===== config.mk =====
export PLATFORM = sky130hd
export DESIGN_NAME = spec_ctrl
export DESIGN_NICKNAME = d
export VERILOG_FILES = /design/src/core/spec_pkg.sv /design/src/core/spec_ctrl.sv /design/src/core/spec_link_sync.sv
export VERILOG_INCLUDE_DIRS = /design/src /design/src/core
export SDC_FILE = /design/constraint.sdc
export NUM_CORES = 1
export LEC_CHECK = 0
export BUFFER_PORTS_ARGS = -buffer_cell sky130_fd_sc_hd__clkbuf_2
export CAP_MARGIN = 20
export CORE_MARGIN = 10
export CORE_UTILIZATION = 56
export DETAILED_ROUTE_END_ITERATION = 16
export GPL_TIMING_DRIVEN = 0
export PLACE_DENSITY_LB_ADDON = 0.05
export SLEW_MARGIN = 20
export SYNTH_ARGS = -nofsm -noshare
export SYNTH_HDL_FRONTEND = slang
export SYNTH_SLANG_ARGS = --single-unit

===== constraint.sdc =====
create_clock -name sys_clk_i -period 5 [get_ports sys_clk_i]
set_input_delay 1.5 -clock sys_clk_i [delete_from_list [all_inputs] [get_ports sys_clk_i]]
set_output_delay 1.5 -clock sys_clk_i [all_outputs]
set_load 0.02 [all_outputs]

===== src/core/spec_consts.svh =====
`ifndef SPEC_CONSTS_SVH
`define SPEC_CONSTS_SVH

// timing
`define SPEC_CLK_PERIOD_NS 25
`define SPEC_NS_PER_MS     1000000
`define SPEC_CAL_MS        4
`define SPEC_PRESC_W       24
`define SPEC_CAL_W         8
`define SPEC_PERIOD_W      16
`define SPEC_PERIOD_MIN    16'h0001

// power-mode selection field encoding
`define SPEC_SEL_W         3
`define SPEC_SEL_FAST      3'h0
`define SPEC_SEL_NORMAL    3'h1
`define SPEC_SEL_SLOW      3'h2
`define SPEC_SEL_SLEEP     3'h3
`define SPEC_SEL_HALT      3'h4
`define SPEC_SEL_AUTO      3'h5

// event flag / mask bit positions
`define SPEC_EV_W          5
`define SPEC_EV_PWR        0
`define SPEC_EV_CAL        1
`define SPEC_EV_TOUCH      2
`define SPEC_EV_PROX       3
`define SPEC_EV_HALL       4

// core oscillator choice
`define SPEC_OSC_14MHZ     1'b0
`define SPEC_OSC_18MHZ     1'b1

`endif


===== src/core/spec_pkg.sv =====
`include "spec_consts.svh"

package spec_pkg;

  typedef enum logic [2:0] {
    pm_fast,
    pm_normal,
    pm_slow,
    pm_sleep,
    pm_halt
  } spec_pmode_t;

  typedef enum logic [1:0] {
    cm_stream,
    cm_event,
    cm_standalone
  } spec_comm_t;

  typedef struct packed {
    logic scl_meta;
    logic sda_meta;
    logic scl_s;
    logic sda_s;
    logic scl_d;
    logic sda_d;
    logic start;
    logic stop;
  } spec_sync_t;

  typedef struct packed {
    spec_pmode_t                pmode;
    spec_comm_t                 comm;
    logic [`SPEC_SEL_W-1:0]     sel_prev;
    logic [`SPEC_PRESC_W-1:0]   ms_cnt;
    logic [`SPEC_PERIOD_W-1:0]  period_cnt;
    logic [`SPEC_EV_W-1:0]      flags;
    logic [`SPEC_CAL_W-1:0]     cal_cnt;
    logic                       reset_flag;
    logic                       window;
    logic                       cal_active;
    logic                       touch_q;
    logic                       prox_q;
    logic                       hall_meas;
    logic                       touch_meas;
    logic                       warm_pulse;
    logic                       osc_sel;
  } spec_state_t;

endpackage


===== src/core/spec_ctrl.sv =====
`include "spec_consts.svh"

// How it works
// with auto recalibration enabled, Hall encoder recalibrates itself when needed
// comms-during-calibration set keeps windows opening while calibration runs
// warm reset command returns the block to its reset state
// automatic switching enters touch-only sleep only while its enable is set
// touch-only sleep samples the touch channel only, no Hall measurements
// oscillator select picks 14 MHz or 18 MHz, on one variant only
// fast-track has the fastest rate and is used while rotation occurs
// normal rate is used during touch and right after fast-track ends
// slow rate saves power, lowest mode still sampling Hall channels
// halt senses nothing at all
// halt is left only on a host force-communication request
// automatic setting switches modes from touch and Hall events
// automatic switching never enters halt
// each mode has its own report period in ms; each cycle measures all active channels
// host keeps fast-track period below normal, normal below slow
// masked events open no event-mode window
// mask gates windows only; flags set regardless
// separate masks for power-mode, calibration, touch, proximity, Hall interval events
// streaming after power-on until reset flag acknowledged, then event mode
// streaming opens a window after every cycle, event mode only on events
// automatic drop to low power only while Hall stationary flag is set
// power-mode event flag set on every mode change; a warm reset changes the mode with all flags cleared instead
// selection field: 0 fast, 1 normal, 2 slow, 3 sleep, 4 halt, 5 auto
module spec_ctrl #(
  parameter int unsigned CYCLES_PER_MS  = `SPEC_NS_PER_MS / `SPEC_CLK_PERIOD_NS,
  parameter int unsigned CAL_MS         = `SPEC_CAL_MS,
  parameter bit          HAS_OSC_SELECT = 1'b1
) (
  input  wire logic                      sys_clk_i,
  input  wire logic                      rst_i,
  // link pins
  input  wire logic                      link_clk_i,
  input  wire logic                      link_data_i,
  // configuration
  input  wire logic [`SPEC_SEL_W-1:0]    power_mode_sel_i,
  input  wire logic [`SPEC_PERIOD_W-1:0] fast_period_ms_i,
  input  wire logic [`SPEC_PERIOD_W-1:0] normal_period_ms_i,
  input  wire logic [`SPEC_PERIOD_W-1:0] slow_period_ms_i,
  input  wire logic [`SPEC_PERIOD_W-1:0] sleep_period_ms_i,
  input  wire logic                      hall_auto_recal_enable_i,
  input  wire logic                      comms_during_calibration_i,
  input  wire logic                      touch_only_sleep_enable_i,
  input  wire logic                      core_oscillator_select_i,
  input  wire logic                      event_mode_i,
  input  wire logic                      streaming_enable_i,
  input  wire logic [`SPEC_EV_W-1:0]     event_mask_i,
  // commands, one-cycle pulses
  input  wire logic                      warm_reset_cmd_i,
  input  wire logic                      ack_reset_i,
  input  wire logic                      force_calibration_i,
  // sensor front-end status
  input  wire logic                      rotation_i,
  input  wire logic                      touch_state_i,
  input  wire logic                      prox_state_i,
  input  wire logic                      hall_stationary_i,
  input  wire logic                      touch_dormant_i,
  input  wire logic                      hall_interval_change_i,
  input  wire logic                      hall_recal_needed_i,
  // outputs
  output logic [2:0]                     power_mode_o,
  output logic [1:0]                     comm_mode_o,
  output logic                           hall_measure_o,
  output logic                           touch_measure_o,
  output logic                           comm_window_o,
  output logic [`SPEC_EV_W-1:0]          event_flags_o,
  output logic                           reset_flag_o,
  output logic                           calibration_active_o,
  output logic                           core_oscillator_select_o,
  output logic                           warm_reset_o
);

  // terminal counts are kept one below the length
  // so a compare against the counter ends the span
  localparam logic [`SPEC_PRESC_W-1:0] MS_LAST  = `SPEC_PRESC_W'(CYCLES_PER_MS - 1);
  localparam logic [`SPEC_CAL_W-1:0]   CAL_LAST = `SPEC_CAL_W'(CAL_MS - 1);

  // reset image, loaded again by a warm reset
  // power-on starts at normal rate and streaming
  // oscillator defaults to the faster clock
  localparam spec_pkg::spec_state_t RST = '{
    pmode:      spec_pkg::pm_normal,
    comm:       spec_pkg::cm_stream,
    sel_prev:   `SPEC_SEL_NORMAL,
    ms_cnt:     '0,
    period_cnt: '0,
    flags:      '0,
    cal_cnt:    '0,
    reset_flag: 1'b1,
    window:     1'b0,
    cal_active: 1'b0,
    touch_q:    1'b0,
    prox_q:     1'b0,
    hall_meas:  1'b0,
    touch_meas: 1'b0,
    warm_pulse: 1'b0,
    osc_sel:    `SPEC_OSC_18MHZ
  };

  spec_pkg::spec_state_t s_r;
  spec_pkg::spec_state_t s_nxt;

  // helpers of the next-state process
  logic                      start_pulse;
  logic                      stop_pulse;
  logic                      ms_tick;
  logic                      cycle_end;
  logic                      cal_done;
  logic                      blocked;
  logic                      open_req;
  logic                      win_close;
  logic [`SPEC_PERIOD_W-1:0] period;
  logic [`SPEC_EV_W-1:0]     ev_set;
  spec_pkg::spec_pmode_t     pm_nxt;
  spec_pkg::spec_comm_t      comm_nxt;

  // link pins are asynchronous; only start and stop are used
  // a start doubles as the host's force-communication request
  spec_link_sync u_link_sync (
    .sys_clk_i   (sys_clk_i),
    .rst_i       (rst_i),
    .link_clk_i  (link_clk_i),
    .link_data_i (link_data_i),
    .start_o     (start_pulse),
    .stop_o      (stop_pulse)
  );

  // Hall plates are measured in fast, normal and slow modes only
  function automatic logic hall_active(input spec_pkg::spec_pmode_t pm);
    hall_active = (pm == spec_pkg::pm_fast) || (pm == spec_pkg::pm_normal) ||
                  (pm == spec_pkg::pm_slow);
  endfunction

  // explicit selections only; auto codes never reach here
  // only the normal code takes the default arm
  function automatic spec_pkg::spec_pmode_t sel_to_mode(input logic [`SPEC_SEL_W-1:0] sel);
    unique case (sel)
      `SPEC_SEL_FAST:   sel_to_mode = spec_pkg::pm_fast;
      `SPEC_SEL_SLOW:   sel_to_mode = spec_pkg::pm_slow;
      `SPEC_SEL_SLEEP:  sel_to_mode = spec_pkg::pm_sleep;
      `SPEC_SEL_HALT:   sel_to_mode = spec_pkg::pm_halt;
      default:          sel_to_mode = spec_pkg::pm_normal;
    endcase
  endfunction

  always_comb begin
    s_nxt            = s_r;
    s_nxt.hall_meas  = 1'b0;
    s_nxt.touch_meas = 1'b0;
    s_nxt.warm_pulse = 1'b0;
    s_nxt.sel_prev   = power_mode_sel_i;
    s_nxt.osc_sel    = HAS_OSC_SELECT ? core_oscillator_select_i : `SPEC_OSC_18MHZ;

    // millisecond prescaler
    // one tick per ms keeps the period counters narrow
    ms_tick      = (s_r.ms_cnt == MS_LAST);
    s_nxt.ms_cnt = ms_tick ? '0 : s_r.ms_cnt + 1'b1;

    // report period of the current mode
    unique case (s_r.pmode)
      spec_pkg::pm_fast:  period = fast_period_ms_i;
      spec_pkg::pm_slow:  period = slow_period_ms_i;
      spec_pkg::pm_sleep: period = sleep_period_ms_i;
      default:            period = normal_period_ms_i;
    endcase
    // a zero period would stall the timer
    if (period == '0) begin
      period = `SPEC_PERIOD_MIN;
    end

    // measurement cycle timer; halt runs no cycles
    // touch is sampled in every running mode
    // hall only where the plates are powered
    cycle_end = 1'b0;
    if (s_r.pmode != spec_pkg::pm_halt && ms_tick) begin
      if (s_r.period_cnt >= period - `SPEC_PERIOD_MIN) begin
        cycle_end          = 1'b1;
        s_nxt.period_cnt   = '0;
        s_nxt.touch_meas   = 1'b1;
        s_nxt.hall_meas    = hall_active(s_r.pmode);
      end else begin
        s_nxt.period_cnt = s_r.period_cnt + 1'b1;
      end
    end

    // calibration routine, timed in ms so it also ends outside sensing modes
    // requests while busy are dropped, not queued
    // auto recalibration only where hall is measured
    cal_done = 1'b0;
    if (s_r.cal_active) begin
      if (ms_tick) begin
        if (s_r.cal_cnt == CAL_LAST) begin
          cal_done         = 1'b1;
          s_nxt.cal_active = 1'b0;
          s_nxt.cal_cnt    = '0;
        end else begin
          s_nxt.cal_cnt = s_r.cal_cnt + 1'b1;
        end
      end
    end else if (force_calibration_i ||
                 (hall_auto_recal_enable_i && hall_recal_needed_i && hall_active(s_r.pmode))) begin
      s_nxt.cal_active = 1'b1;
      s_nxt.cal_cnt    = '0;
    end

    // power-mode machine
    // codes above auto act as auto
    // auto never picks halt; only a fresh halt selection does
    // every route out of halt except a warm reset needs a link start
    pm_nxt = s_r.pmode;
    if (power_mode_sel_i == `SPEC_SEL_AUTO || power_mode_sel_i > `SPEC_SEL_AUTO) begin
      unique case (s_r.pmode)
        spec_pkg::pm_fast: begin
          if (!rotation_i) begin
            pm_nxt = spec_pkg::pm_normal;
          end
        end
        spec_pkg::pm_normal: begin
          if (rotation_i) begin
            pm_nxt = spec_pkg::pm_fast;
          end else if (!touch_state_i && !prox_state_i && hall_stationary_i && touch_dormant_i) begin
            pm_nxt = spec_pkg::pm_slow;
          end
        end
        spec_pkg::pm_slow: begin
          if (rotation_i) begin
            pm_nxt = spec_pkg::pm_fast;
          end else if (touch_state_i || prox_state_i || !hall_stationary_i) begin
            pm_nxt = spec_pkg::pm_normal;
          end else if (touch_only_sleep_enable_i && touch_dormant_i) begin
            pm_nxt = spec_pkg::pm_sleep;
          end
        end
        spec_pkg::pm_sleep: begin
          // rotation is invisible here; touch or proximity wakes it, clearing the sleep enable drops it to slow
          if (touch_state_i || prox_state_i) begin
            pm_nxt = spec_pkg::pm_normal;
          end else if (!touch_only_sleep_enable_i) begin
            pm_nxt = spec_pkg::pm_slow;
          end
        end
        spec_pkg::pm_halt: begin
          // automatic switching never enters halt; a halted device waits for the host
          if (start_pulse) begin
            pm_nxt = spec_pkg::pm_normal;
          end
        end
      endcase
    end else if (power_mode_sel_i == `SPEC_SEL_HALT) begin
      // halt only on a fresh explicit selection, so a woken device stays awake
      if (s_r.pmode == spec_pkg::pm_halt) begin
        if (start_pulse) begin
          pm_nxt = spec_pkg::pm_normal;
        end
      end else if (s_r.sel_prev != `SPEC_SEL_HALT) begin
        pm_nxt = spec_pkg::pm_halt;
      end
    end else if (s_r.pmode != spec_pkg::pm_halt || start_pulse) begin
      pm_nxt = sel_to_mode(power_mode_sel_i);
    end
    s_nxt.pmode = pm_nxt;
    if (pm_nxt != s_r.pmode) begin
      // new rate starts a fresh cycle
      s_nxt.period_cnt = '0;
    end

    // events
    // flags are set whether masked or not
    // touch and prox edges are ignored while halted
    ev_set                   = '0;
    ev_set[`SPEC_EV_PWR]     = (pm_nxt != s_r.pmode);
    ev_set[`SPEC_EV_CAL]     = cal_done;
    ev_set[`SPEC_EV_TOUCH]   = (s_r.pmode != spec_pkg::pm_halt) && (touch_state_i != s_r.touch_q);
    ev_set[`SPEC_EV_PROX]    = (s_r.pmode != spec_pkg::pm_halt) && (prox_state_i != s_r.prox_q);
    ev_set[`SPEC_EV_HALL]    = hall_interval_change_i && hall_active(s_r.pmode);
    if (s_r.pmode != spec_pkg::pm_halt) begin
      s_nxt.touch_q = touch_state_i;
      s_nxt.prox_q  = prox_state_i;
    end

    // reset flag and communication mode
    // streaming is forced until the host acknowledges
    // the mode follows the flag one cycle later
    if (ack_reset_i) begin
      s_nxt.reset_flag = 1'b0;
    end
    if (s_r.reset_flag) begin
      comm_nxt = spec_pkg::cm_stream;
    end else if (event_mode_i) begin
      comm_nxt = spec_pkg::cm_event;
    end else if (streaming_enable_i) begin
      comm_nxt = spec_pkg::cm_stream;
    end else begin
      comm_nxt = spec_pkg::cm_standalone;
    end
    s_nxt.comm = comm_nxt;

    // communication window
    // a start always opens, even while calibrating
    // close wins over open in the same cycle
    blocked   = s_r.cal_active && !comms_during_calibration_i;
    open_req  = start_pulse ||
                (!blocked && s_r.comm == spec_pkg::cm_stream && cycle_end) ||
                (!blocked && s_r.comm == spec_pkg::cm_event &&
                 ((s_r.flags & event_mask_i) != '0));
    win_close = s_r.window && stop_pulse;
    if (win_close) begin
      s_nxt.window = 1'b0;
    end else if (open_req) begin
      s_nxt.window = 1'b1;
    end

    // flags cleared by the read that closes the window; a new event still lands
    s_nxt.flags = (win_close ? '0 : s_r.flags) | ev_set;

    // warm reset overrides everything
    if (warm_reset_cmd_i) begin
      s_nxt            = RST;
      s_nxt.warm_pulse = 1'b1;
    end
  end

  always_ff @(posedge sys_clk_i or posedge rst_i) begin
    if (rst_i) begin
      s_r <= RST;
    end else begin
      s_r <= s_nxt;
    end
  end

  // every output comes straight from the state register
  assign power_mode_o             = s_r.pmode;
  assign comm_mode_o              = s_r.comm;
  assign hall_measure_o           = s_r.hall_meas;
  assign touch_measure_o          = s_r.touch_meas;
  assign comm_window_o            = s_r.window;
  assign event_flags_o            = s_r.flags;
  assign reset_flag_o             = s_r.reset_flag;
  assign calibration_active_o     = s_r.cal_active;
  assign core_oscillator_select_o = s_r.osc_sel;
  assign warm_reset_o             = s_r.warm_pulse;

endmodule


===== src/core/spec_link_sync.sv =====
`include "spec_consts.svh"

// brings the link clock and data pins into sys_clk_i and finds start/stop conditions
module spec_link_sync (
  input  wire logic sys_clk_i,
  input  wire logic rst_i,
  input  wire logic link_clk_i,
  input  wire logic link_data_i,
  output logic      start_o,
  output logic      stop_o
);

  spec_pkg::spec_sync_t s_r;
  spec_pkg::spec_sync_t s_nxt;

  always_comb begin
    s_nxt          = s_r;
    s_nxt.scl_meta = link_clk_i;
    s_nxt.sda_meta = link_data_i;
    s_nxt.scl_s    = s_r.scl_meta;
    s_nxt.sda_s    = s_r.sda_meta;
    s_nxt.scl_d    = s_r.scl_s;
    s_nxt.sda_d    = s_r.sda_s;
    // data falling while clock stays high
    s_nxt.start    = s_r.scl_s & s_r.scl_d & s_r.sda_d & ~s_r.sda_s;
    // data rising while clock stays high
    s_nxt.stop     = s_r.scl_s & s_r.scl_d & ~s_r.sda_d & s_r.sda_s;
  end

  always_ff @(posedge sys_clk_i or posedge rst_i) begin
    if (rst_i) begin
      // idle bus is high on both lines; avoids a false start at release
      s_r <= '{scl_meta: 1'b1, sda_meta: 1'b1, scl_s: 1'b1, sda_s: 1'b1,
               scl_d: 1'b1, sda_d: 1'b1, start: 1'b0, stop: 1'b0};
    end else begin
      s_r <= s_nxt;
    end
  end

  assign start_o = s_r.start;
  assign stop_o  = s_r.stop;

endmodule


# --- Word level (Yosys, flattened, before mapping) ---
# Cells that the tools add are included.
totals:
  regBits: 78
  latchBits: 0
  mem_bits_rw: 0
  rom_bits: 0
  elab_cells: 143
  n_memories: 0
op_classes:
  addsub: 4
  n_mul: 0
  div: 0
  magnitude_cmp: 2
  n_eq_ne: 17
  n_shift: 0
  n_mux: 46
  bitwise_logic: 9
  n_reduce_logical: 41
ops:
  columns: ["operator", "count"]
  rows:
  - ["70-bit 2-to-1 mux", 1]
  - ["16-bit 2-to-1 mux", 4]
  - ["16-bit case mux with 3 select lines", 1]
  - ["3-bit 2-to-1 mux", 14]
  - ["8-bit 2-to-1 mux", 4]
  - ["24-bit by 1-bit adder with 24-bit output (second input constant)", 1]
  - ["24-bit by 16-bit == test with 1-bit output (second input constant)", 1]
  - ["24-bit 2-to-1 mux", 1]
  - ["16-bit by 1-bit adder with 16-bit output (second input constant)", 1]
  - ["16-bit >= comparator", 1]
  - ["1-bit logical AND", 16]
  - ["16-bit logical NOT", 1]
  - ["16-bit by 1-bit subtractor with 16-bit output (second input constant)", 1]
  - ["3-bit case mux with 5 select lines", 1]
  - ["3-bit by 2-bit == test with 1-bit output (second input constant)", 4]
  - ["1-bit 2-to-1 mux", 12]
  - ["2-bit 2-to-1 mux", 6]
  - ["3-bit == test (second input constant)", 3]
  - ["1-bit logical OR", 9]
  - ["3-bit nonzero test", 3]
  - ["8-bit by 1-bit adder with 8-bit output (second input constant)", 1]
  - ["8-bit by 2-bit == test with 1-bit output (second input constant)", 1]
  - ["3-bit logical NOT", 2]
  - ["3-bit != test (second input constant)", 2]
  - ["other kinds (17)", 28]

# --- Depth between registers and ports, before layout ---
# Gate-level depths: netlist of the first run.
logic_depth:
  depth_word: 14
  depth_mapped: 22
  mapped_depth_nobuf: 17

# --- Hierarchy ---
# From an unflattened synthesis of the first run, not the netlist that was laid out.
hier_totals:
  hier_cells: 623
  area_unflattened_um2: 5480.3
modules_own_cells:
  columns: ["mod", "instances", "cells_each", "area_each_um2", "seq_area_each_um2"]
  rows:
  - ["spec_ctrl", 1, 612, 5248.8, 1756.7]
  - ["spec_link_sync", 1, 11, 231.5, 207.7]

# --- Worst setup path before layout of the first run ---
# OpenSTA, ideal clock, no wires.
synth_path:
  kind: "in2reg"
  start: "in sleep_period_ms_i[11]"
  end: "reg s_r (netlist bit comm_window_o)"
  setup_ns: 0.104
  t_arrival_ns: 5.065
  setup_slack_ns: -0.168
  path_stages: 18
  path_cell_list: "mux2_2 > a22o_1 > a21oi_1 > nand4b_2 > nor2_1 > a41oi_1 > ha_1 > nand3_1 > nor4_1 > xor2_1 > ha_1 > nand2_1 > o21ai_0 > nor3_1 > a31o_2 > clkbuf_1 > or4b_2 > a221oi_1"
synth_between:
  elab_chain_len: 11
synth_rtl:
  columns: ["item", "line_no", "text"]
  rows:
  - ["start, declared", "spec_ctrl.sv:42", "input wire logic [`SPEC_PERIOD_W-1:0] sleep_period_ms_i,"]
  - ["16-bit case mux with 3 select lines (*)", "spec_ctrl.sv:162", "unique case (s_r.pmode)"]
  - ["16-bit logical NOT", "spec_ctrl.sv:169", "if (period == '0) begin"]
  - ["16-bit 2-to-1 mux (*)", "spec_ctrl.sv:169", null]
  - ["16-bit by 1-bit subtractor with 16-bit output (no source line) (*)", null, null]
  - ["16-bit >= comparator (no source line) (*)", null, null]
  - ["1-bit 2-to-1 mux (*)", "spec_ctrl.sv:178", "if (s_r.period_cnt >= period - `SPEC_PERIOD_MIN) begin"]
  - ["1-bit 2-to-1 mux (*)", "spec_ctrl.sv:177", "if (s_r.pmode != spec_pkg::pm_halt && ms_tick) begin"]
  - ["1-bit logical AND (*)", "spec_ctrl.sv:305", "(!blocked && s_r.comm == spec_pkg::cm_stream && cycle_end) ||"]
  - ["1-bit logical OR (*)", "spec_ctrl.sv:304", "open_req = start_pulse ||"]
  - ["1-bit logical OR (*)", "spec_ctrl.sv:305", null]
  - ["3-bit nonzero test (no source line) (*)", null, null]
  - ["end signal, assigned", "spec_ctrl.sv:329", "s_r <= s_nxt;"]
  - ["end, declared", "spec_ctrl.sv:102", "spec_pkg::spec_state_t s_r;"]
# Every way passes the cells marked *; elsewhere a longest branch is shown, timed or not.
# A chain may end at the register's enable or synchronous reset.

# --- Worst setup path after layout of the first run ---
# Same ends and word-level chain as after synthesis.

==> reports/results.ini, run 1 <==
[hold_path]
hp-start=u_link_sync.s_nxt[4]$_DFF_PP1_
min_path_cells=0
hold_end=u_link_sync.s_nxt[2]$_DFF_PP1_
hold_class=flip-flop to flip-flop

[floorplan]
ioPinCount=109
die_w_microns=119
row_count=36
core_region_area_sq_um=9640
die_h_microns=119
die-area_sq_um=14100
start_util_pct=56.8

[global_routing]
overflow=0
grtUsageMet2_pct=36.5
track_usage_pct=22.2
antenna_found_initial=0
grt_pass1_vias=5366
top_usage_layer=met2
met1_usage_pct=27.7
grt_pass1_wl_microns=26400
grt_util_met3_pct=3.83
grt_max_degree=49

[critical_path]
regToRegSetupSlack_ps=190
max_stage_delay_ps=520
r2r_cells=19
worst_setup_path_end_kind=flip-flop
arrival_ps=5110
required_ps=5260
critPathKind=input pin to flip-flop
startpoint_type=input pin
reg2reg_from=power_mode_o[0]$_DFF_PP1_
slowest_stage=or4b_4
cp_max_fo=9
path_cells=clkbuf_2 > mux2_2 > a22o_1 > a21oi_4 > nand4b_4 > nor2_2 > a41oi_2 > ha_2 > nand2_2 > nor3b_2 > xor2_1 > ha_1 > nand4_1 > a221o_1 > a31o_2 > clkbuf_8 > or4b_4 > a221oi_2
rr_endpoint=comm_window_o$_DFFE_PP0P_

[finish]
nets=859
diodes=0
area_growth_syn_to_layout_pct=20.9
fin_cells=885
drive_gt1_share_pct=28.6

[timing]
fin_setup_tns_ps=0
setup-violations-final=0
tightestPinTransition_ps=1100
setup_ws_ps=152
fin_crit_ps=4850
max_freq_mhz=206
slew_headroom_pct=26.3
finalCritPeriodShare_pct=97.0
finalHoldViolCount=0
maxSlewViolCount=0
clock_skew_ps=13.6

[clocking]
h-tree-depth=3
clk_pin_slew_ps=80
numCtsBuffers=9
cts_tree=built
insertion_delay_ps=350
cts-root-buf=clkbuf_8
hold_buffers=0
clockBufferDepth=2
cts.sinks=78

[yosys]
synth.yosys.seq_area_share_pct=35.9
syn_nets=735
async_reset_ff_share_pct=100
synth_edf_count=0
synth_top_area_share_pct=31.1
synth.area.mux_share_pct=3.86
synth_xor_area_share_pct=5.90
yosys_register_bits=78
ys_warn_count=0
yosysMostFrequentCell=dfrtp_1
synth-compound-area-share_pct=19.0
synth_top_cell_by_area=dfrtp_1
synth.area.top_cells=dfrtp_1 31%, dfstp_2 4.8%, ha_1 4.6%
synth_top_family_by_area=simple AND/OR/NAND/NOR gates
synthSimpleGateAreaFrac_pct=25.3
synth_common_cells=68 x dfrtp_1, 58 x nand2_1, 58 x nor2_1, 31 x nand3_1, 30 x a21oi_1
synth_area_per_cell_sq_um=8.79
synth_adder_area_share_pct=4.57
synth.distinct_cells=75
syn_area_sq_um=5480
synth_ff_type=dfrtp_1
syn_inst=623

[routing]
wl_per_cell_microns=18.2
ant_nets=0
drtIter0Drc=432
num_vias=5309
dr.pass1.iters=9
routed_via_density=6.00
route.detailed.drc=0
wl_microns=16100

[place]
io_buffers=107
place_congestion=0.916
placed_cells=864
hpwl_microns=12500
dp_slack_ps=-533

[power_and_ir_drop]
max-vdd-ir-drop_mv=0.193
power_density_nw_per_um2=235
leakagePower_nw=2.94

[status]
status=complete, no violations

[job]
cap_violations=0

registers in the layout (all words and copies together) (netlist names):
name / flops
u_link_sync.start_o: 1
u_link_sync.s_r: 2
power_mode_o: 3
core_oscillator_select_o: 1
u_link_sync.stop_o: 1
event_flags_o: 5
comm_mode_o: 2
comm_window_o: 1
touch_measure_o: 1
calibration_active_o: 1
u_link_sync.s_nxt: 4
s_r: 53
hall_measure_o: 1
warm_reset_o: 1
reset_flag_o: 1
cells by family (layout without fill, tap and decap cells):
logic type,count (synthesis),count (layout)
compound gates,149,149
flops,78,78
xor+xnor,36,36
simple gates,263,263
fa+ha+maj,20,20
buf+inv,57,186
mux,20,20
per-stage QoR:
stage          power [W]  hold slack, ps  util [%]  area (sq um)
3_3_place_gp     0.00104             350      64.9          6260
5_1_grt          0.00163             367      68.7          6620
3_5_place_dp     0.00105             347      65.2          6290
2_1_floorplan   0.000926             345         -          5560
4_1_cts          0.00155             364      67.6          6520
6_report         0.00155             363      68.7          6620
area by class of cell:
type                            instances  area, sq um
Timing Repair Buffer                  113          601
Clock inverter                          6         71.3
Tap cell                              133          166
Sequential cell                        78         1960
Inverter                               15         58.8
Fill cell                             806         3020
Multi-Input combinational cell        488         3360
Buffer                                 42          259
Clock buffer                           10          138
worst max-delay path, delay by kind of cell:
| family | cells | cell delay [ps] |
|---|---|---|
| compound gates | 6 | 1320 |
| fa+ha+maj | 2 | 560 |
| xor+xnor | 1 | 160 |
| mux | 1 | 250 |
| buf+inv | 2 | 240 |
| simple gates | 6 | 1060 |
per-layer routing:
metal | vias to the layer above | share of wire, %
met1 | 2511 | 43
met4 | 0 | 3.5
li1 | 2550 | -
met2 | 211 | 48
met5 | - | 0
met3 | 37 | 6.0
cell usage in the layout, fill, tap and decap left out, drive strengths merged, types with 3 or more instances in the layout:
| cell | netlist | layout |
|---|---|---|
| a211oi | 4 | 4 |
| nand3 | 31 | 31 |
| o211ai | 8 | 8 |
| and2 | 7 | 7 |
| a21oi | 30 | 30 |
| a22o | 9 | 9 |
| and3 | 13 | 13 |
| mux2i | 11 | 11 |
| or2 | 6 | 6 |
| or3 | 7 | 7 |
| xor2 | 19 | 19 |
| o31a | 3 | 3 |
| nand2 | 58 | 58 |
| a31o | 4 | 4 |
| a22oi | 12 | 12 |
| nand2b | 4 | 4 |
| nor4 | 13 | 13 |
| xnor2 | 17 | 17 |
| nor2b | 10 | 10 |
| nand4 | 21 | 21 |
| and4 | 4 | 4 |
| dfrtp | 68 | 68 |
| clkinv | 1 | 4 |
| o21a | 4 | 4 |
| a21o | 6 | 6 |
| buf | 23 | 29 |
| a311oi | 10 | 10 |
| ha | 20 | 20 |
| o31ai | 5 | 5 |
| nor2 | 58 | 58 |
| o21ai | 29 | 29 |
| a2bb2oi | 5 | 5 |
| mux2 | 9 | 9 |
| dfstp | 10 | 10 |
| inv | 14 | 14 |
| nor3 | 11 | 11 |
| nor4b | 3 | 3 |
| nor3b | 5 | 5 |
| clkbuf | 19 | 136 |
how the worst max path moves through the flow:
stage	start	end	slack [ps]
6_report	sleep_period_ms_i[11]	comm_window_o$_DFFE_PP0P_	150
5_1_grt	sleep_period_ms_i[13]	comm_window_o$_DFFE_PP0P_	-30
4_1_cts	sleep_period_ms_i[11]	comm_window_o$_DFFE_PP0P_	7
3_5_place_dp	sleep_period_ms_i[6]	s_r[29]$_DFFE_PP0P_	-530
3_3_place_gp	sleep_period_ms_i[6]	s_r[31]$_DFFE_PP0P_	-510
2_1_floorplan	sleep_period_ms_i[6]	comm_window_o$_DFFE_PP0P_	90
report_power, final:
group | leakage (nW) | total, W | internal (W) | switching (W)
Combinational | 1.81 | 0.000400 | 0.000166 | 0.000234
Sequential | 1.04 | 0.000662 | 0.000650 | 0.0000123
Clock | 0.0987 | 0.000491 | 0.000247 | 0.000245
Total | 2.94 | 0.00155 | 0.00106 | 0.000491
repair_timing:
item,CTS,global route
pin swaps,1,3
buffers inserted,2,3
cloned,0,0
hold endpoints to repair,0,0
setup endpoints to repair,16,17
gates resized for setup,4,20
No activity file was read; power rests on OpenSTA's default activity.
==> run 2, diff against run 1 <==
--- a/config.mk
+++ b/config.mk
@@ -16,4 +16,5 @@
 export SLEW_MARGIN = 20
 export SYNTH_ARGS = -nofsm -noshare
 export SYNTH_HDL_FRONTEND = slang
+export SYNTH_HIERARCHICAL = 1
 export SYNTH_SLANG_ARGS = --single-unit
==> run 2 against run 1 <==
  * Cell area up 0.51%
  * Synthesized cell count unchanged
  * Sequential power about the same
  * Critical path type unchanged
  * Largest power group unchanged
  * Highest routed layer unchanged
==> reports/results.ini, run 2 <==
[floorplan]
row_count=36  ; unchanged
die_h_microns=119  ; about the same
ioPinCount=109  ; unchanged
die_w_microns=119  ; about the same
die-area_sq_um=14100  ; about the same
core_region_area_sq_um=9640  ; unchanged
start_util_pct=56.9  ; about the same

[job]
cap_violations=0  ; unchanged

[routing]
route.detailed.drc=0  ; unchanged
ant_nets=0  ; unchanged
drtIter0Drc=461  ; +6.7%
dr.pass1.iters=5  ; -4
routed_via_density=6.10  ; +1.6%
wl_microns=16200  ; +0.68%
num_vias=5420  ; +2.1%
wl_per_cell_microns=18.2  ; +0.23%

[yosys]
ys_warn_count=6  ; +6
async_reset_ff_share_pct=100  ; unchanged
synth_top_area_share_pct=31.1  ; about the same
yosysMostFrequentCell=dfrtp_1
synth_edf_count=0  ; unchanged
synth_top_cell_by_area=dfrtp_1
synth_ff_type=dfrtp_1
synth_area_per_cell_sq_um=8.80  ; about the same
syn_inst=623  ; unchanged
synth.yosys.seq_area_share_pct=35.8  ; about the same
syn_area_sq_um=5480  ; about the same
synth.distinct_cells=76  ; +1.3%
yosys_register_bits=78  ; unchanged
synth_common_cells=68 x dfrtp_1, 58 x nor2_1, 57 x nand2_1, 31 x nand3_1, 30 x a21oi_1
syn_nets=735  ; unchanged
synth.area.top_cells=dfrtp_1 31%, dfstp_2 4.8%, ha_1 4.6%

[hold_path]
hold_class=flip-flop to flip-flop

[place]
io_buffers=107  ; unchanged
placed_cells=864  ; unchanged
place_congestion=0.947  ; +3.4%
hpwl_microns=12200  ; -1.8%

[timing]
fin_setup_tns_ps=0  ; unchanged
finalHoldViolCount=0  ; unchanged
finalCritPeriodShare_pct=98.0  ; +1.1 points
setup-violations-final=0  ; unchanged
clock_skew_ps=15.7  ; +2.16 ps
slew_headroom_pct=36.5  ; +10 points
tightestPinTransition_ps=944  ; -151 ps
maxSlewViolCount=0  ; unchanged
fin_crit_ps=4900  ; +54.1 ps
max_freq_mhz=204  ; -1.1%

[global_routing]
grt_max_degree=51  ; +4.1%
grt_pass1_wl_microns=26300  ; -0.26%
overflow=0  ; unchanged
track_usage_pct=22.0  ; -0.21 points
grt_pass1_vias=5368  ; +0.037%
antenna_found_initial=0  ; unchanged

[power_and_ir_drop]
max-vdd-ir-drop_mv=0.211  ; +9.4%
leakagePower_nw=2.97  ; +0.94%
power_density_nw_per_um2=233  ; -0.58%

[finish]
largest_reg_flops=53  ; unchanged
nets=863  ; +0.47%
diodes=0  ; unchanged
final_common_cell=clkbuf_2
layout_common_cells=107 x clkbuf_2, 68 x dfrtp_1, 57 x nor2_1
fillers=838  ; +4.0%
drive_gt1_share_pct=28.8  ; +0.25 points
fin_cells=889  ; +0.45%
top_register=s_r
area_growth_syn_to_layout_pct=21.4

[critical_path]
required_ps=5260  ; about the same
slowest_stage=or4b_4
path_buf_inv=2  ; unchanged
worst_setup_path_end_kind=flip-flop
cp_max_fo=9  ; unchanged
crit_family=simple AND/OR/NAND/NOR gates
path_cells=clkbuf_2 > nor4_1 > a2111oi_2 > a221oi_1 > and3_1 > a41oi_2 > ha_2 > nand2_2 > nor3b_2 > xor2_1 > ha_1 > nand4_1 > a221o_1 > a31o_2 > clkbuf_8 > or4b_4 > a221oi_2
arrival_ps=5160  ; +50 ps
critPathKind=input pin to flip-flop
max_stage_delay_ps=520  ; about the same
startpoint_type=input pin

[clocking]
hold_buffers=0  ; unchanged
clockBufferDepth=2  ; unchanged
cts_tree=built
cts.sinks=78  ; unchanged
numCtsBuffers=9  ; unchanged
insertion_delay_ps=360  ; about the same
cts-root-buf=clkbuf_8
h-tree-depth=3  ; unchanged
clk_pin_slew_ps=90  ; about the same

[status]
status=complete, no violations

## run 2: cell types whose count changed after synthesis
| cell | delta |
|---|---|
| clkbuf_1 | -1 |
| nor3b_1 | -2 |
| and4b_1 | +2 |
| buf_1 | +1 |
| nand2_1 | -1 |
| inv_1 | +1 |
## run 2: worst paths after layout
kind / start / end / slack (ps) / depth (start not counted)
worst max-delay path: slow_period_ms_i[13] / comm_window_o$_DFFE_PP0P_ / 100 / 17
worst min-delay path: u_link_sync/s_nxt[5]$_DFF_PP1_ / u_link_sync/s_nxt[3]$_DFF_PP1_ / 350 / 0
worst max register to register: power_mode_o[0]$_DFF_PP1_ / comm_window_o$_DFFE_PP0P_ / 200 / 19
worst min register to register: u_link_sync/s_nxt[5]$_DFF_PP1_ / u_link_sync/s_nxt[3]$_DFF_PP1_ / 350 / 0
max in group asynchronous: rst_i / power_mode_o[0]$_DFF_PP1_ / 3320 / 3
min in group asynchronous: rst_i / u_link_sync/stop_o$_DFF_PP0_ / 1080 / 2
## run 2: layout make-up
cell class | count | area, sq um | share of cell area (%)
clock inverters | 5 | 60.1 | 0.903
flip-flops and latches | 78 | 1960 | 29.5
multi-input cells | 487 | 3380 | 50.8
inverters | 16 | 62.6 | 0.941
plain buffers | 42 | 256 | 3.86
well taps | 133 | 166 | 2.50
clock buffers | 11 | 131 | 1.98
repair buffers | 117 | 631 | 9.48
## run 2: report_power, final
group / internal [W] / switching, W
clock: 0.000231 / 0.000245
combinational: 0.000173 / 0.000240
sequential: 0.000650 / 0.0000130
total: 0.00105 / 0.000498
## run 2: what timing repair did
action / in CTS / in global routing
setup endpoints to repair: 16 / 17
pin swaps: 1 / 5
buffers inserted: 2 / 7
resized for setup: 7 / 20
## run 2: kinds of logic after synthesis
family,Yosys count,synth area share (%)
AND/OR/NAND/NOR,262,25.3
adder cells (fa/ha/maj),20,4.57
XOR/XNOR,36,5.89
flip-flops,78,35.8
AO/OA/AOI/OAI,149,19.0
buffers and inverters,58,5.50
multiplexers,20,3.86
## run 2: per-layer routing
metal,routed length (microns),GRT usage (%)
met2,7820,37.0
met4,374,8.09
met1,7070,27.2
met5,0,0
met3,917,4.49
## run 2: worst register-to-register path: stages, from the launching register on
cell,delay (ps)
dfstp_2,550
buf_6,160
buf_4,210
buf_2,280
mux2_2,360
a22oi_1,270
o21ai_4,160
nor2_2,170
a41oi_2,150
ha_2,260
nand2_2,90
nor3b_2,50
xor2_1,150
ha_1,300
nand4_1,100
a221o_1,280
a31o_2,240
clkbuf_8,170
or4b_4,520
a221oi_2,220
## run 2: per-stage QoR
stage                     utilization, %  instance area (sq um)  worst slack, ps  power [W]  hold slack (ps)
after detailed placement            65.3                   6290             -642    0.00105              349
after CTS                           67.7                   6520             13.7    0.00153              360
after floorplan                        -                   5560             93.1   0.000926              345
after global placement              65.0                   6260             -442    0.00104              348
final                               69.0                   6650             97.7    0.00155              355
after global routing                69.0                   6650            -3.03    0.00162              360
==> run 3, diff against run 2 <==
--- a/config.mk
+++ b/config.mk
@@ -13,6 +13,7 @@
 export DETAILED_ROUTE_END_ITERATION = 16
 export GPL_TIMING_DRIVEN = 0
 export PLACE_DENSITY_LB_ADDON = 0.05
+export RECOVER_POWER = 100
 export SLEW_MARGIN = 20
 export SYNTH_ARGS = -nofsm -noshare
 export SYNTH_HDL_FRONTEND = slang
==> run 3 against run 2 <==
  * Routed wire length about the same
  * Clock power is essentially flat
  * Worst hold slack improved by 4.4 ps
  * Count of clock-buffer cells in the layout did not move
  * The run now ends with capacitance limit, slew limit left
  * First-iteration DRC count fell by 5.6%
  * Combinational power shrank 1%
  * Setup slack got worse by 6.2 ps
  * Largest power group unchanged
  * Global-route usage is the same
  * Critical path depth stayed put
  * Sequential cell count is the same
==> reports/results.ini, run 3 (synthesis results as in run 2) <==
[finish]
top_register=s_r
largest_reg_flops=53  ; unchanged
final_area_sq_um=6590  ; -0.98%
nets=863  ; unchanged
drive_gt1_share_pct=25.5  ; -3.3 points
layout_common_cells=87 x clkbuf_2, 68 x dfrtp_1, 57 x nor2_1
final_common_cell=clkbuf_2
multi_input_area_sq_um=3360  ; -0.44%
area_growth_syn_to_layout_pct=20.2
seqCellArea_sq_um=1960  ; unchanged
finalCoreUtilization_pct=68.3  ; -0.67 points
diodes=0  ; unchanged
fin_cells=889  ; unchanged
fillers=855  ; +2.0%

[routing]
routed_via_density=6.10  ; unchanged
wl_microns=16200  ; about the same
route.detailed.drc=0  ; unchanged
dr.pass1.iters=5  ; unchanged
num_vias=5420  ; unchanged
drtIter0Drc=435  ; -5.6%
wl_per_cell_microns=18.2  ; about the same
ant_nets=0  ; unchanged

[clocking]
insertion_delay_ps=360  ; about the same
cts.sinks=78  ; unchanged
numCtsBuffers=9  ; unchanged
clk_pin_slew_ps=90  ; about the same
cts_tree=built
h-tree-depth=3  ; unchanged
clockBufferDepth=2  ; unchanged
hold_buffers=0  ; unchanged
cts-root-buf=clkbuf_8

[place]
hpwl_microns=12200  ; unchanged
place_area_sq_um=6290  ; unchanged
io_buffers=107  ; unchanged
placed_cells=864  ; unchanged
place_congestion=0.947  ; unchanged

[power_and_ir_drop]
internal_power_w=0.00105  ; -0.51%
power_density_nw_per_um2=234  ; +0.47%
combPwrFrac_pct=26.3  ; -0.3 points
pwr-share-seq_pct=42.9  ; +0.2 points
p_switching_w=0.000495  ; -0.52%
leakagePower_nw=2.89  ; -2.7%
p_clk_share_pct=30.7  ; about the same
p_sw_share_pct=32.1  ; about the same
max-vdd-ir-drop_mv=0.212  ; +0.11%

[hold_path]
hold_class=flip-flop to flip-flop

[floorplan]
die_h_microns=119  ; unchanged
die_w_microns=119  ; unchanged
core_region_area_sq_um=9640  ; unchanged
start_util_pct=56.9  ; unchanged
row_count=36  ; unchanged
ioPinCount=109  ; unchanged
die-area_sq_um=14100  ; unchanged

[critical_path]
worst_setup_path_end_kind=flip-flop
regToRegSetupSlack_ps=190  ; about the same
rr_endpoint=comm_window_o$_DFFE_PP0P_
reg2reg_from=power_mode_o[0]$_DFF_PP1_
cp-startpoint=slow_period_ms_i[13]
r2r_cells=19  ; unchanged
endpoint=comm_window_o$_DFFE_PP0P_
critPathKind=input pin to flip-flop
required_ps=5260  ; about the same
arrival_ps=5170  ; about the same
startpoint_type=input pin
cp_max_fo=9  ; unchanged

[global_routing]
antenna_found_initial=0  ; unchanged
grt_pass1_wl_microns=26300  ; unchanged
grt_pass1_vias=5368  ; unchanged
grt_max_degree=51  ; unchanged
overflow=0  ; unchanged
track_usage_pct=22.0  ; unchanged

[job]
cap_violations=1  ; +1

[timing]
slew_headroom_pct=-78.6  ; -120 points
hold_ws_ps=359  ; +4.36 ps
maxSlewViolCount=51  ; +51
tightestPinTransition_ps=2680  ; +1740 ps
fin_crit_ps=4910  ; +6.22 ps
max_freq_mhz=204  ; -0.13%
setup-violations-final=0  ; unchanged
clock_skew_ps=17.2  ; +1.54 ps
finalHoldViolCount=0  ; unchanged
finalCritPeriodShare_pct=98.2  ; +0.12 points

[status]
status=complete, but fails checks
failed_checks=capacitance limit, slew limit

[run 3: cell count changes in the layout (fill, tap and decap cells not counted), moves of 2 or more]
cell	previous run	this run
clkbuf_1	17	39
dfstp_1	0	2
dfstp_2	10	8
clkbuf_2	107	87
[run 3: power groups by stage]
stage	Sequential (W)	Clock (W)	Combinational, W
after floorplan	0.000674	0	0.000252
after global placement	0.000674	0	0.000364
after detailed placement	0.000675	0	0.000378
after CTS	0.000663	0.000480	0.000386
after global routing	0.000665	0.000504	0.000443
final	0.000663	0.000475	0.000407
[run 3: through the flow]
stage	total power, W	setup WS, ps	TNS (ps)
2_1_floorplan	0.000926	93.1	0
3_3_place_gp	0.00104	-442	-6280
3_5_place_dp	0.00105	-642	-8700
4_1_cts	0.00153	13.7	0
5_1_grt	0.00161	-3.03	-3.03
6_report	0.00154	91.5	0
[run 3: cell type report]
cell class,instances,area share (%)
plain buffers,42,3.89
clock buffers,11,1.99
clock inverters,5,0.912
inverters,16,0.931
multi-input cells,487,51.1
flip-flops and latches,78,29.8
well taps,133,2.53
repair buffers,117,8.83
[run 3: layer usage]
metal	global-route usage, %	share of wire [%]	vias to the layer above
met2	37.0	48	203
met4	8.09	2.5	0
li1	-	-	2565
met1	27.2	43	2618
met5	0	0	-
met3	4.49	6.3	34
[run 3: worst max-delay path, stage by stage]
cell and delay [ps]:
clkbuf_2 100, nor4_1 380, a2111oi_2 100, a221oi_1 320
and3_1 240, a41oi_2 130, ha_2 260, nand2_2 100
nor3b_2 60, xor2_1 150, ha_1 300, nand4_1 100
a221o_1 280, a31o_2 240, clkbuf_8 170, or4b_4 520
a221oi_2 220
[run 3: what timing repair did]
action,in CTS,in global routing
setup buffers,2,7
cloned,0,0
pin swaps,1,5
endpoints found under the setup margin,16,17
resized for setup,7,20
[run 3: how the worst min path moves through the flow]
stage                                                end                      startpoint  slack (ps)  cells past startpoint
after floorplan           u_link_sync/s_nxt[2]$_DFF_PP1_  u_link_sync/s_nxt[4]$_DFF_PP1_         350                      0
after global placement    u_link_sync/s_nxt[3]$_DFF_PP1_  u_link_sync/s_nxt[5]$_DFF_PP1_         350                      0
after detailed placement  u_link_sync/s_nxt[2]$_DFF_PP1_  u_link_sync/s_nxt[4]$_DFF_PP1_         350                      0
after CTS                 u_link_sync/s_nxt[3]$_DFF_PP1_  u_link_sync/s_nxt[5]$_DFF_PP1_         360                      0
after global routing      u_link_sync/s_nxt[3]$_DFF_PP1_  u_link_sync/s_nxt[5]$_DFF_PP1_         370                      0
final                     u_link_sync/s_nxt[3]$_DFF_PP1_  u_link_sync/s_nxt[5]$_DFF_PP1_         360                      0
